File: src/pkg/rsrc_pkg.sv
// Constants, field layouts and carrier types of the reset and stop recovery controller.
// Assumes a 100 MHz system clock and a 32-bit APB register bus.
package rsrc_pkg;
   // ----------------------------------------------------------------------
   // Register map
   // ----------------------------------------------------------------------
   localparam logic [11:0] ADDR_STATUS_WDT = 12'h000;
   localparam logic [11:0] ADDR_CONFIG = 12'h004;
   localparam logic [11:0] ADDR_DEBUG = 12'h008;
   localparam logic [11:0] ADDR_RECOV_EN = 12'h00c;
   // Status byte field positions; the upper four clear on read.
   localparam int ST_POR_BIT = 7;
   localparam int ST_RECOV_BIT = 6;
   localparam int ST_WDT_BIT = 5;
   localparam int ST_PIN_BIT = 4;
   localparam int ST_DBG_BIT = 3;
   localparam int ST_DROP_BIT = 2;
   localparam int ST_LSW_BIT = 0;
   localparam int DBG_RESET_BIT = 0;
   // Reset values.
   localparam logic [5:0] CAUSE_RESET = 6'h20;
   localparam logic [4:0] CFG_RESET = 5'h0c;
   localparam logic [7:0] RECOV_EN_RESET = 8'h00;
   localparam logic [7:0] WDT_CTRL_RESET = 8'h00;
   // ----------------------------------------------------------------------
   // Timing
   // ----------------------------------------------------------------------
   localparam int CLK_MHZ = 100;
   localparam int RST_HOLD_NS = 1000;
   localparam int XTAL_EXTRA_NS = 5000;
   localparam int RECOV_NS = 200;
   localparam int PIN_FILTER_NS = 100;
   localparam int CNT_W = 16;
   // Least times, rounded up to whole cycles.
   localparam logic [CNT_W-1:0] RST_HOLD_CYC = CNT_W'((RST_HOLD_NS * CLK_MHZ + 999) / 1000);
   localparam logic [CNT_W-1:0] XTAL_EXTRA_CYC = CNT_W'((XTAL_EXTRA_NS * CLK_MHZ + 999) / 1000);
   localparam logic [CNT_W-1:0] RECOV_CYC = CNT_W'((RECOV_NS * CLK_MHZ + 999) / 1000);
   localparam int PIN_FILTER_CYC = (PIN_FILTER_NS * CLK_MHZ + 999) / 1000;
   // ----------------------------------------------------------------------
   // Carrier types
   // ----------------------------------------------------------------------
   typedef struct packed {
      logic lsw_irq_en;
      logic pin_alt_en;
      logic dropout_en;
      logic xtal_en;
      logic wdt_rst_opt;
   } rsrc_cfg_type;
   typedef struct packed {
      logic supply_below_min;
      logic supply_below_warn;
      logic reset_pin;
   } rsrc_supply_type;
endpackage : rsrc_pkg

File: src/hdl/rsrc_reset_ctrl.sv
// Reset and stop-mode recovery controller with supply warning and cause status.
// Assumes pins and supply comparators are asynchronous; watchdog and core strobes
// arrive on pclk.
//
// What this block does
// - Power-on and supply dropout both start a full system reset.
// - Watchdog timeout resets the system only when its reset option is set.
// - A low reset pin resets only while its reset alternate function is enabled.
// - Writing one to debugger control bit zero performs a system reset.
// - A watchdog timeout during stop mode starts stop recovery.
// - A transition on an enabled port input during stop starts recovery.
// - Stop recovery is its own reset kind, separate from full system reset.
// - Enabling the crystal oscillator lengthens the system reset hold.
// - A low reset pin during stop gives a full system reset.
// - Reset pin low pulses shorter than the filter width are ignored.
// - The supply warning bit follows the warning level and never latches.
// - Status reads and writes never change the supply warning bit.
// - A supply warning can raise an interrupt when enabled.
// - Disabling supply dropout reset also disables the supply warning.
// - Supply warning exists only in the small-package variant.
// - Status reports last reset cause, stop recovery and watchdog timeout.
// - Reading the status clears its upper four bits.
// - Status reads and watchdog control writes share one address.
// - The reset pin starts up in its reset alternate function.
// - Only port pins with their recovery enable set can start recovery.

`timescale 1ns/100ps
module rsrc_reset_ctrl #(
   parameter int PORT_W = 8,
   parameter bit HAS_LSW = 1'b1,
   parameter int FILTER_CYC = rsrc_pkg::PIN_FILTER_CYC
) (
   // Clock and power-on reset.
   input wire logic pclk,
   input wire logic presetn,

   // APB slave.
   input wire logic psel,
   input wire logic penable,
   input wire logic pwrite,
   input wire logic [11:0] paddr,
   input wire logic [31:0] pwdata,
   output logic [31:0] prdata_ff,
   output logic pready_ff,
   output logic pslverr_ff,

   // Asynchronous supply comparators and reset pin.
   input wire rsrc_pkg::rsrc_supply_type supply_in,

   // Asynchronous port inputs watched as recovery sources.
   input wire logic [PORT_W-1:0] port_in,

   // Core and watchdog strobes on pclk.
   input wire logic stop_req,
   input wire logic wdt_timeout,

   // Reset and mode outputs.
   output logic sys_reset_n_ff,
   output logic recovery_ff,
   output logic stop_mode_ff,
   output logic pin_alt_reset_ff,
   output logic lsw_irq_ff,

   // Watchdog control written through the shared address.
   output logic [7:0] wdt_ctrl_ff,
   output logic wdt_ctrl_wr_ff
);
   // ----------------------------------------------------------------------
   // Declarations
   // ----------------------------------------------------------------------
   localparam int SYNC_W = PORT_W + 3;
   localparam int FLT_W = $clog2(FILTER_CYC + 1);
   localparam logic [FLT_W-1:0] FLT_LAST = FLT_W'(FILTER_CYC);

   typedef enum logic [1:0] {ST_HOLD, ST_RUN, ST_STOP, ST_RECOVER} rsrc_state_type;

   rsrc_state_type state_ff;
   rsrc_state_type nxt_state;
   logic [rsrc_pkg::CNT_W-1:0] cnt_ff;
   logic [rsrc_pkg::CNT_W-1:0] nxt_cnt;

   logic [SYNC_W-1:0] sync1_ff;
   logic [SYNC_W-1:0] sync2_ff;
   logic [PORT_W-1:0] port_prev_ff;

   logic [FLT_W-1:0] flt_cnt_ff;
   logic [FLT_W-1:0] nxt_flt_cnt;

   rsrc_pkg::rsrc_cfg_type cfg_ff;
   logic [PORT_W-1:0] recov_en_ff;

   logic dbg_ff;
   logic lsw_ff;
   logic [5:0] cause_ff;
   logic [5:0] nxt_cause;
   logic [7:0] rd_val;

   // Address match, used by every decode below.
   function automatic logic addr_is(input logic [11:0] a, input logic [11:0] r);
      addr_is = (a == r);
   endfunction : addr_is

   // ----------------------------------------------------------------------
   // Input synchronisers
   // ----------------------------------------------------------------------
   // Only the second stage is read by the logic below.
   always_ff @(posedge pclk or negedge presetn) begin
      if (!presetn) begin
         sync1_ff <= {3'b001, {PORT_W{1'b0}}};
         sync2_ff <= {3'b001, {PORT_W{1'b0}}};
      end else begin
         sync1_ff <= {supply_in, port_in};
         sync2_ff <= sync1_ff;
      end
   end

   wire logic [PORT_W-1:0] port_s = sync2_ff[PORT_W-1:0];
   wire logic pin_s = sync2_ff[PORT_W];
   wire logic warn_s = sync2_ff[PORT_W+1];
   wire logic drop_s = sync2_ff[PORT_W+2];

   // ----------------------------------------------------------------------
   // Reset pin glitch filter
   // ----------------------------------------------------------------------
   // The counter saturates so a long low keeps the request up; the pin reset
   // starts once the count reaches FILTER_CYC, so a pin held low from power-up is seen too.
   always_comb begin
      nxt_flt_cnt = flt_cnt_ff;
      if (pin_s) begin
         nxt_flt_cnt = '0;
      end else if (flt_cnt_ff != FLT_LAST) begin
         nxt_flt_cnt = flt_cnt_ff + FLT_W'(1);
      end
   end

   // Pin filter count.
   always_ff @(posedge pclk or negedge presetn) begin
      if (!presetn) begin
         flt_cnt_ff <= '0;
      end else begin
         flt_cnt_ff <= nxt_flt_cnt;
      end
   end

   // ----------------------------------------------------------------------
   // Reset and recovery requests
   // ----------------------------------------------------------------------
   wire logic pin_low_ok = (flt_cnt_ff == FLT_LAST);
   wire logic pin_rst = cfg_ff.pin_alt_en & pin_low_ok;
   wire logic drop_rst = cfg_ff.dropout_en & drop_s;
   wire logic dbg_rst = dbg_ff;
   wire logic wdt_rst = wdt_timeout & cfg_ff.wdt_rst_opt;
   wire logic hard_rst = drop_rst | pin_rst | dbg_rst;
   wire logic run_rst = hard_rst | wdt_rst;
   wire logic [PORT_W-1:0] port_edge = (port_s ^ port_prev_ff) & recov_en_ff;
   wire logic stop_wake = wdt_timeout | (|port_edge);
   wire logic [rsrc_pkg::CNT_W-1:0] hold_last = cfg_ff.xtal_en ?
      rsrc_pkg::RST_HOLD_CYC + rsrc_pkg::XTAL_EXTRA_CYC - 16'h0001 :
      rsrc_pkg::RST_HOLD_CYC - 16'h0001;

   // ----------------------------------------------------------------------
   // Sequencer
   // ----------------------------------------------------------------------
   // A level source that stays asserted keeps restarting the hold count, so
   // the system is released only a full hold time after the last request.
   always_comb begin
      nxt_state = state_ff;
      nxt_cnt = cnt_ff + 16'h0001;
      case (state_ff)
         ST_HOLD: begin
            if (drop_rst | pin_rst) begin
               nxt_cnt = '0;
            end else if (cnt_ff >= hold_last) begin
               nxt_state = ST_RUN;
               nxt_cnt = '0;
            end
         end
         ST_RUN: begin
            nxt_cnt = '0;
            if (run_rst) begin
               nxt_state = ST_HOLD;
            end else if (stop_req) begin
               nxt_state = ST_STOP;
            end
         end
         ST_STOP: begin
            nxt_cnt = '0;
            if (hard_rst) begin
               nxt_state = ST_HOLD;
            end else if (stop_wake) begin
               nxt_state = ST_RECOVER;
            end
         end
         ST_RECOVER: begin
            if (run_rst) begin
               nxt_state = ST_HOLD;
               nxt_cnt = '0;
            end else if (cnt_ff >= rsrc_pkg::RECOV_CYC - 16'h0001) begin
               nxt_state = ST_RUN;
               nxt_cnt = '0;
            end
         end
         default: begin
            nxt_state = ST_HOLD;
            nxt_cnt = '0;
         end
      endcase
   end

   // Power-on enters the hold state straight from the asynchronous reset.
   always_ff @(posedge pclk or negedge presetn) begin
      if (!presetn) begin
         state_ff <= ST_HOLD;
         cnt_ff <= '0;
         port_prev_ff <= '0;
      end else begin
         state_ff <= nxt_state;
         cnt_ff <= nxt_cnt;
         port_prev_ff <= port_s;
      end
   end

   // Outputs are registered copies of the next state, so they line up with it.
   always_ff @(posedge pclk or negedge presetn) begin
      if (!presetn) begin
         sys_reset_n_ff <= 1'b0;
         recovery_ff <= 1'b0;
         stop_mode_ff <= 1'b0;
      end else begin
         sys_reset_n_ff <= (nxt_state != ST_HOLD);
         recovery_ff <= (nxt_state == ST_RECOVER);
         stop_mode_ff <= (nxt_state == ST_STOP);
      end
   end

   // ----------------------------------------------------------------------
   // APB decode
   // ----------------------------------------------------------------------
   // One wait state: pready rises in the first access cycle, the transfer
   // completes at the next edge, where writes and read side effects act.
   wire logic acc_start = psel & penable & ~pready_ff;
   wire logic acc_done = psel & penable & pready_ff;
   wire logic hit_stat = addr_is(paddr, rsrc_pkg::ADDR_STATUS_WDT);
   wire logic hit_cfg = addr_is(paddr, rsrc_pkg::ADDR_CONFIG);
   wire logic hit_dbg = addr_is(paddr, rsrc_pkg::ADDR_DEBUG);
   wire logic hit_rec = addr_is(paddr, rsrc_pkg::ADDR_RECOV_EN);
   wire logic addr_ok = hit_stat | hit_cfg | hit_dbg | hit_rec;
   wire logic wr_done = acc_done & pwrite;
   wire logic stat_rd = acc_done & ~pwrite & hit_stat;
   wire logic [PORT_W-1:0] rec_rd = recov_en_ff;

   // Read data selection; the status value is sampled as pready rises.
   always_comb begin
      rd_val = 8'h00;
      if (hit_stat) begin
         rd_val = {cause_ff, 1'b0, lsw_ff};
      end else if (hit_cfg) begin
         rd_val = {3'h0, cfg_ff};
      end else if (hit_dbg) begin
         rd_val = {7'h00, dbg_ff};
      end else if (hit_rec) begin
         rd_val = 8'(rec_rd);
      end
   end

   // Bus answer flops.
   always_ff @(posedge pclk or negedge presetn) begin
      if (!presetn) begin
         pready_ff <= 1'b0;
         prdata_ff <= '0;
         pslverr_ff <= 1'b0;
      end else begin
         pready_ff <= acc_start;
         prdata_ff <= (acc_start & ~pwrite) ? {24'h000000, rd_val} : 32'h00000000;
         pslverr_ff <= acc_start & ~addr_ok;
      end
   end

   // ----------------------------------------------------------------------
   // Software registers
   // ----------------------------------------------------------------------
   // The pin starts in its reset function; software may hand it to GPIO.
   always_ff @(posedge pclk or negedge presetn) begin
      if (!presetn) begin
         cfg_ff <= rsrc_pkg::CFG_RESET;
         recov_en_ff <= PORT_W'(rsrc_pkg::RECOV_EN_RESET);
      end else begin
         if (wr_done & hit_cfg) begin
            cfg_ff <= pwdata[4:0];
         end
         if (wr_done & hit_rec) begin
            recov_en_ff <= pwdata[PORT_W-1:0];
         end
      end
   end

   // The shared address stores watchdog control on writes only.
   always_ff @(posedge pclk or negedge presetn) begin
      if (!presetn) begin
         wdt_ctrl_ff <= rsrc_pkg::WDT_CTRL_RESET;
         wdt_ctrl_wr_ff <= 1'b0;
      end else begin
         wdt_ctrl_wr_ff <= wr_done & hit_stat;
         if (wr_done & hit_stat) begin
            wdt_ctrl_ff <= pwdata[7:0];
         end
      end
   end

   // The debugger request stays until the hold state has taken it.
   always_ff @(posedge pclk or negedge presetn) begin
      if (!presetn) begin
         dbg_ff <= 1'b0;
      end else begin
         dbg_ff <= (wr_done & hit_dbg & pwdata[rsrc_pkg::DBG_RESET_BIT]) |
                   (dbg_ff & (state_ff != ST_HOLD));
      end
   end

   // Pin mirror.
   always_ff @(posedge pclk or negedge presetn) begin
      if (!presetn) begin
         pin_alt_reset_ff <= 1'b1;
      end else begin
         pin_alt_reset_ff <= cfg_ff.pin_alt_en;
      end
   end

   // ----------------------------------------------------------------------
   // Supply warning
   // ----------------------------------------------------------------------
   // The bit only mirrors the comparator; a short dip is caught by the
   // interrupt pulse, not by polling.
   wire logic lsw_live = HAS_LSW & cfg_ff.dropout_en & warn_s;

   always_ff @(posedge pclk or negedge presetn) begin
      if (!presetn) begin
         lsw_ff <= 1'b0;
         lsw_irq_ff <= 1'b0;
      end else begin
         lsw_ff <= lsw_live;
         lsw_irq_ff <= lsw_live & ~lsw_ff & cfg_ff.lsw_irq_en;
      end
   end

   // ----------------------------------------------------------------------
   // Reset cause status
   // ----------------------------------------------------------------------
   // Bits 7..2 held here; a new reset or recovery overwrites the cause, a
   // read clears the top four, and a watchdog event in the same cycle as a read wins.
   wire logic rst_entry = (nxt_state == ST_HOLD) && (state_ff != ST_HOLD);
   wire logic rec_entry = (nxt_state == ST_RECOVER) && (state_ff == ST_STOP);
   wire logic [5:0] ev_cause = {1'b0, rec_entry, wdt_timeout & (rec_entry | ~hard_rst),
                                pin_rst, dbg_rst & ~pin_rst, drop_rst & ~pin_rst & ~dbg_rst};
   wire logic [5:0] kept = stat_rd ? {4'h0, cause_ff[1:0]} : cause_ff;

   always_comb begin
      nxt_cause = kept | {2'b00, wdt_timeout, 3'b000};
      if (rst_entry | rec_entry) begin
         nxt_cause = ev_cause;
      end
   end

   // Cause register.
   always_ff @(posedge pclk or negedge presetn) begin
      if (!presetn) begin
         cause_ff <= rsrc_pkg::CAUSE_RESET;
      end else begin
         cause_ff <= nxt_cause;
      end
   end
endmodule : rsrc_reset_ctrl

File: config.mk
export PLATFORM = sky130hd
export DESIGN_NAME = rsrc_reset_ctrl
export DESIGN_NICKNAME = d
export VERILOG_FILES = /design/src/pkg/rsrc_pkg.sv /design/src/hdl/rsrc_reset_ctrl.sv
export SDC_FILE = /design/constraint.sdc
export NUM_CORES = 1
export LEC_CHECK = 0
export ABC_AREA = 1
export BUFFER_PORTS_ARGS = -buffer_cell sky130_fd_sc_hd__buf_2
export CAP_MARGIN = 20
export CORE_MARGIN = 2
export CORE_UTILIZATION = 40
export DETAILED_ROUTE_END_ITERATION = 10
export GPL_TIMING_DRIVEN = 1
export PLACE_DENSITY = 0.72
export RECOVER_POWER = 25
export SLEW_MARGIN = 20
export SYNTH_ARGS = -nofsm -noshare
export SYNTH_HDL_FRONTEND = slang
export SYNTH_SLANG_ARGS = --single-unit
File: constraint.sdc
create_clock -name pclk -period 2.2 [get_ports pclk]
set_input_delay 0.44 -clock pclk [delete_from_list [all_inputs] [get_ports pclk]]
set_output_delay 0.44 -clock pclk [all_outputs]
set_load 0.01 [all_outputs]
## After elaboration in Yosys (flattened, before gate mapping)

Cells that the tools add are included.

| cells by class | value |
|---|---|
| add/subtract/negate cells | 2 |
| multiplexer cells | 24 |
| reductions and logical operators | 10 |
| order comparisons | 2 |
| bitwise gates (word level) | 44 |
| equality and inequality tests | 10 |

Operators with widths:

| cell | number |
|---|---|
| 16-bit two-way mux | 4 |
| 16-bit one-hot mux with 3 select lines | 1 |
| 8-bit two-way mux | 5 |
| 1-bit bitwise AND | 24 |
| 12-bit by 4-bit equality test with 1-bit output, second input constant | 2 |
| 16-bit by 1-bit adder with 16-bit output, second input constant | 1 |
| 16-bit by 10-bit >= comparator with 1-bit output | 1 |
| 16-bit by 5-bit >= comparator with 1-bit output, second input constant | 1 |
| 2-bit two-way mux | 8 |
| 12-bit by 3-bit equality test with 1-bit output, second input constant | 1 |
| 12-bit logical NOT | 1 |
| 6-bit two-way mux | 2 |
| 10-bit two-way mux | 1 |
| 1-bit OR | 10 |
| 8-bit bitwise AND | 1 |
| 2-bit equality test, second input constant | 4 |
| 4-bit two-way mux | 2 |
| 2-bit one-hot mux with 4 select lines | 1 |
| 8-bit OR reduction | 1 |
| 8-bit XOR | 1 |
| 1-bit NOT | 7 |
| 6-bit by 4-bit OR with 6-bit output | 1 |
| 2-bit nonzero test | 3 |
| 4-bit by 1-bit adder with 4-bit output, second input constant | 1 |
| 6 further kinds | 8 |

| word-level totals | value |
|---|---|
| output and inout bits | 48 |
| register bits after elaboration | 97 |
| logic and storage cells | 117 |
| bits of input ports | 62 |

## Depth between registers and ports, before layout

| logic depth | value |
|---|---|
| depth after elaboration | 12 |
| gate-level depth with buffers | 12 |
| gate-level depth less buffers | 12 |

## Worst setup path before layout

No wires, ideal clock.

| path | value |
|---|---|
| path kind | reg2reg |
| start | reg flt_cnt_ff[0] |
| end | reg cause_ff[4] |
| setup time | 0.126 ns |
| data arrival time | 1.498 ns |
| required time | 2.074 ns |
| slack | 0.575 ns |
| period minus slack after synthesis | 1.625 ns |
| stages on the path, launching flop included | 12 |
| buffers on the path | 0 |
| cells stage by stage | dfrtp_1 inv_1 ha_1 nand4_2 nand3_2 nor2_2 inv_1 nor2_1 a21oi_2 nand4_4 nand4_1 nand2_1 |

| on the way | value |
|---|---|
| longest elaborated chain between the ends | 11 |
| elaborated cells between the ends (all ways) | 16 |
| those cells by class | 2 x eq/ne; 6 x mux; 5 x bitwise; 3 x reduce/logical |

Ends and longest elaborated chain:

| item | line | text |
|---|---|---|
| from (decl) | rsrc_reset_ctrl.sv:86 | `logic [FLT_W-1:0] flt_cnt_ff;` |
| from (signal assigned) | rsrc_reset_ctrl.sv:141 | `flt_cnt_ff <= nxt_flt_cnt;` |
| 4-bit equality test (*) | rsrc_reset_ctrl.sv:148 | `wire logic pin_low_ok = (flt_cnt_ff == FLT_LAST);` |
| 1-bit bitwise AND (*) | rsrc_reset_ctrl.sv:149 | `wire logic pin_rst = cfg_ff.pin_alt_en & pin_low_ok;` |
| 1-bit OR (*) | rsrc_reset_ctrl.sv:153, rsrc_reset_ctrl.sv:171 |  |
| 1-bit OR | rsrc_reset_ctrl.sv:153 | `wire logic hard_rst = drop_rst \| pin_rst \| dbg_rst;` |
| 1-bit OR | rsrc_reset_ctrl.sv:154 | `wire logic run_rst = hard_rst \| wdt_rst;` |
| 2-bit two-way mux (on tied branches) | rsrc_reset_ctrl.sv:195, rsrc_reset_ctrl.sv:180 |  |
| 2-bit one-hot mux with 4 select lines (*) | rsrc_reset_ctrl.sv:169 | `case (state_ff)` |
| 2-bit equality test / 2-bit logical NOT (equally long branches) | rsrc_reset_ctrl.sv:352, rsrc_reset_ctrl.sv:351 |  |
| 1-bit logical AND (on tied branches) | rsrc_reset_ctrl.sv:352, rsrc_reset_ctrl.sv:351 |  |
| 1-bit OR | rsrc_reset_ctrl.sv:359 | `if (rst_entry \| rec_entry) begin` |
| 6-bit two-way mux (*) | rsrc_reset_ctrl.sv:359 |  |
| to (signal assigned) | rsrc_reset_ctrl.sv:367 | `cause_ff <= rsrc_pkg::CAUSE_RESET;` |
| to (signal assigned) | rsrc_reset_ctrl.sv:369 | `cause_ff <= nxt_cause;` |
| to (decl) | rsrc_reset_ctrl.sv:94 | `logic [5:0] cause_ff;` |

Mark *: on every way between the ends. The rest lies on a longest branch, timed or not.
A chain may end at the register's enable or synchronous reset.

## Worst setup path after layout

| path | value |
|---|---|
| start | reg cfg_ff[3] (netlist bit) |
| end | reg cause_ff[4] |

| on the way | value |
|---|---|
| longest elaborated chain between the ends | 10 |
| elaborated cells between the ends (all ways) | 15 |
| those cells by class | 1 x eq/ne; 6 x mux; 5 x bitwise; 3 x reduce/logical |

Ends and longest elaborated chain:

| item | line | text |
|---|---|---|
| from (decl) | rsrc_reset_ctrl.sv:89 | `rsrc_pkg::rsrc_cfg_type cfg_ff;` |
| from (signal assigned) | rsrc_reset_ctrl.sv:285 | `cfg_ff <= rsrc_pkg::CFG_RESET;` |
| from (signal assigned) | rsrc_reset_ctrl.sv:289 | `cfg_ff <= pwdata[4:0];` |
| 1-bit bitwise AND (*) | rsrc_reset_ctrl.sv:149 |  |
| 1-bit OR (*) | rsrc_reset_ctrl.sv:153, rsrc_reset_ctrl.sv:171 |  |
| 1-bit OR | rsrc_reset_ctrl.sv:153 |  |
| 1-bit OR | rsrc_reset_ctrl.sv:154 |  |
| 2-bit two-way mux (on tied branches) | rsrc_reset_ctrl.sv:195, rsrc_reset_ctrl.sv:180 |  |
| 2-bit one-hot mux with 4 select lines (*) | rsrc_reset_ctrl.sv:169 |  |
| 2-bit equality test / 2-bit logical NOT (equally long branches) | rsrc_reset_ctrl.sv:352, rsrc_reset_ctrl.sv:351 |  |
| 1-bit logical AND (on tied branches) | rsrc_reset_ctrl.sv:352, rsrc_reset_ctrl.sv:351 |  |
| 1-bit OR | rsrc_reset_ctrl.sv:359 |  |
| 6-bit two-way mux (*) | rsrc_reset_ctrl.sv:359 |  |

Marked as above.

==> summary.txt <==
Critical path
  – Crit-path cells: nand4_2 -> nand3_2 -> nor2_2 -> inv_1 -> nor2_1 -> a21oi_2 -> nand4_4 -> nand4_1 -> nand2_1
  – WP buf/inv: 1
  – CP max-delay cell: dfstp_1
  – Slowest stage delay, CP: 0.67 ns
  – Reg-to-reg startpoint: cfg_ff[3]$_DFFE_PN1P_
  – CP startpoint kind: register
  – Critical Path End Type: register
  – Launch point of the worst path: cfg_ff[3]$_DFFE_PN1P_
  – Peak fanout along the critical path: 6
  – Worst path arrival time: 2.16 ns
  – Worst EP required: 2.46 ns
  – Crit-path leading delay family: simple AND/OR/NAND/NOR gates
  – Setup Crit Path Kind: reg -> reg

Layout
  – Final instance area: between 0.004 and 0.005 mm^2
  – Share of cells above drive strength 1: 0.203
  – Most frequent cells in the layout: dfrtp_1, nand2_1, buf_2
  – Most common cell after layout, fill and taps aside: dfrtp_1
  – Final Instance Count excl. Fillers: 653
  – Layout area overhead: 15.1%
  – Nets@finish: 581
  – N_diodes: 0
  – Final core utilization: 0.471

Routing
  – Drt drc: 0
  – Vias: around 3000
  – Routed Antenna Nets: 0
  – Post-DR vias/cell: 4.59
  – DRT Pass-1 Iters: 4
  – Post-Route WL: 7660 um
  – Initial DRC count: 161
  – DR WL/cell: roughly 12 um

GRT
  – Largest net degree at the start of global routing: 50
  – Grt total ovfl: 0
  – Total track usage: 0.148
  – Initial antenna violation count: 0
  – First-pass GRT wire length: 13200 um
  – Number of global-route vias before repair: around 3000

Die
  – Total Die Area: 0.0113 mm^2
  – Num rows: 37
  – Io pins: 110
  – Die height: about 110 um
  – Initial Util: 0.410
  – Chip Width: roughly 110 um
  – Core area: around 0.010 mm^2

Logic synthesis
  – Avg Inst Size Synth: 9.61 um^2
  – Post-Syn Area: 0.00419 mm^2
  – Cells after synthesis: approximately 440
  – Number of library cell types mapped by synthesis: 40
  – Synthesis-stage register bit count: 97
  – Ys Warns: 0
  – Seq/Total Area, Yosys: 0.581

Place
  – HPWL Detailed: 5850 um
  – # placed instances: 636
  – I/O Buffers: 61
  – Placement-stage worst setup slack: 0.328 ns
  – Area of placed instances: about 0.0046 mm^2
  – Gpl congestion: 0.853

STA
  – FMAX: 0.528 GHz
  – Final Hold Viols: 0
  – WHS: approximately 0.16 ns
  – Least-Margin Pin Slew: 1.20 ns
  – Min Tclk post-route: around 1.9 ns
  – Worst clock skew: 0.0133 ns
  – Setup violators final: 0
  – Final Worst Setup Slack: between 0.3 and 0.4 ns
  – Relative slew slack: 0.202
  – Fin Setup TNS: 0 ns
  – Final max-slew violation count: 0
  – Fin crit share: 0.861
  – RSZ-0062 raised after global routing: false

Power and ir drop
  – Leakage power total: 2.50 nW
  – Cell Pwr Density: 754 mW/mm^2
  – Switching Share: 0.286
  – Register share of total power: 0.531
  – Pwr Total: 3.64 mW
  – Maximum VDD drop: 0.000276 V
  – Cell Int Power: 2.60 mW
  – P_sw: about 1.0 mW
  – Part of the power in combinational logic: 0.126
  – Clk pwr share: 0.342

Clocking
  – Reg clk slew, reported paths: between 0.1 and 0.15 ns
  – H-tree depth: 3
  – Total CTS buffers: 9
  – CTS tree: built
  – Worst skew pair latency: 0.38 ns
  – Post CTS Setup Buffer Count: 0
  – Sink Count: between 90 and 100
  – Root Driver: clkbuf_8
  – Max Root-Sink Buffers: 2

Run
  – MaxCap Viol Count: 0

Worst hold path
  – HP Class: in -> reg
  – Hold_sp: port_in[4]

Run status
  – Status: complete, no violations
per-layer routing:
layer	global-route usage	vias up	routed length, um
met2	0.254	85	3740
met3	0.0331	12	420
met4	0.0620	0	155
met5	0	-	0
met1	0.179	1418	3350
li1	-	1483	-
power groups by stage:
| stage | clock network, mW | registers [mW] | logic (mW) |
|---|---|---|---|
| finish | 1.24 | 1.93 | 0.459 |
| global route | 1.33 | 1.95 | 0.529 |
| CTS | 1.27 | 1.93 | 0.466 |
| detailed placement | 0 | 1.97 | 0.462 |
| global placement | 0 | 1.96 | 0.448 |
| floorplan | 0 | 1.97 | 0.330 |
synthesized netlist by cell type (all sizes together):
cell	instances	area, um^2
dfrtp	91	2280
nand2	91	352
inv	60	225
nor2	48	198
buf	27	208
nand3	26	140
o21ai	26	134
nor3	11	81.3
a21oi	10	57.6
nand4	8	86.3
ha	7	87.6
dfstp	6	158
or2	5	31.3
xor2	5	43.8
o211ai	4	30.0
nor3b	2	15.0
o221ai	2	17.5
a211oi	1	7.51
a21boi	1	7.51
conb	1	3.75
nand3b	1	7.51
nor4	1	6.26
o21bai	1	7.51
o32ai	1	8.76
logic make-up after synthesis:
| kind of cell | after synthesis | synth area share |
|---|---|---|
| compound gates | 46 | 0.0645 |
| other cells | 1 | 0.000895 |
| buf+inv | 87 | 0.103 |
| fa+ha+maj | 7 | 0.0209 |
| simple gates | 193 | 0.219 |
| flops | 97 | 0.581 |
| xor+xnor | 5 | 0.0105 |
registers in the layout, summed over array words and instances, names as in the netlist, 2 cells and up:
register and cells:
rec_rd 8, sync2_ff 11, cause_ff 6, flt_cnt_ff 4
wdt_ctrl_ff 8, port_prev_ff 8, cnt_ff 16, cfg_ff 5
prdata_ff 8, state_ff 2, sync1_ff 11
worst reg2reg max path: stages, from the launching register on:
cell and delay [ns]:
dfstp_1 0.67, nand4_2 0.22, nand3_2 0.13, nor2_2 0.05, inv_1 0.08, nor2_1 0.06, a21oi_2 0.20, nand4_4 0.18
nand4_1 0.12, nand2_1 0.06
timing repair:
action                                  CTS  global route
hold endpoints to repair                 16             0
endpoints found under the setup margin    0             0
hold buffers                              1             0
gates resized for setup                   0             0
final timing paths:
path / end / slack, ns / cells past startpoint
hold reg to reg: sync2_ff[2]$_DFF_PN0_ / 0.36 / 0
setup reg to reg: cause_ff[4]$_DFFE_PN0P_ / 0.31 / 9
setup / recovery: cause_ff[4]$_DFFE_PN0P_ / 0.31 / 9
max in group asynchronous: pslverr_ff$_DFF_PN0_ / 0.40 / 3
min in group asynchronous: rec_rd[0]$_DFFE_PN0P_ / 0.82 / 2
hold / removal: sync1_ff[4]$_DFF_PN0_ / 0.16 / 1
cell type report:
type | instances | area (um^2)
fill | 965 | 5410
sequential | 97 | 2430
multi-input combinational | 280 | 1430
timing repair buffer | 64 | 342
inverter | 60 | 225
tap | 136 | 170
clock buffer | 9 | 124
clock inverter | 7 | 100
Note: power is estimated with default switching activity, not from simulation.
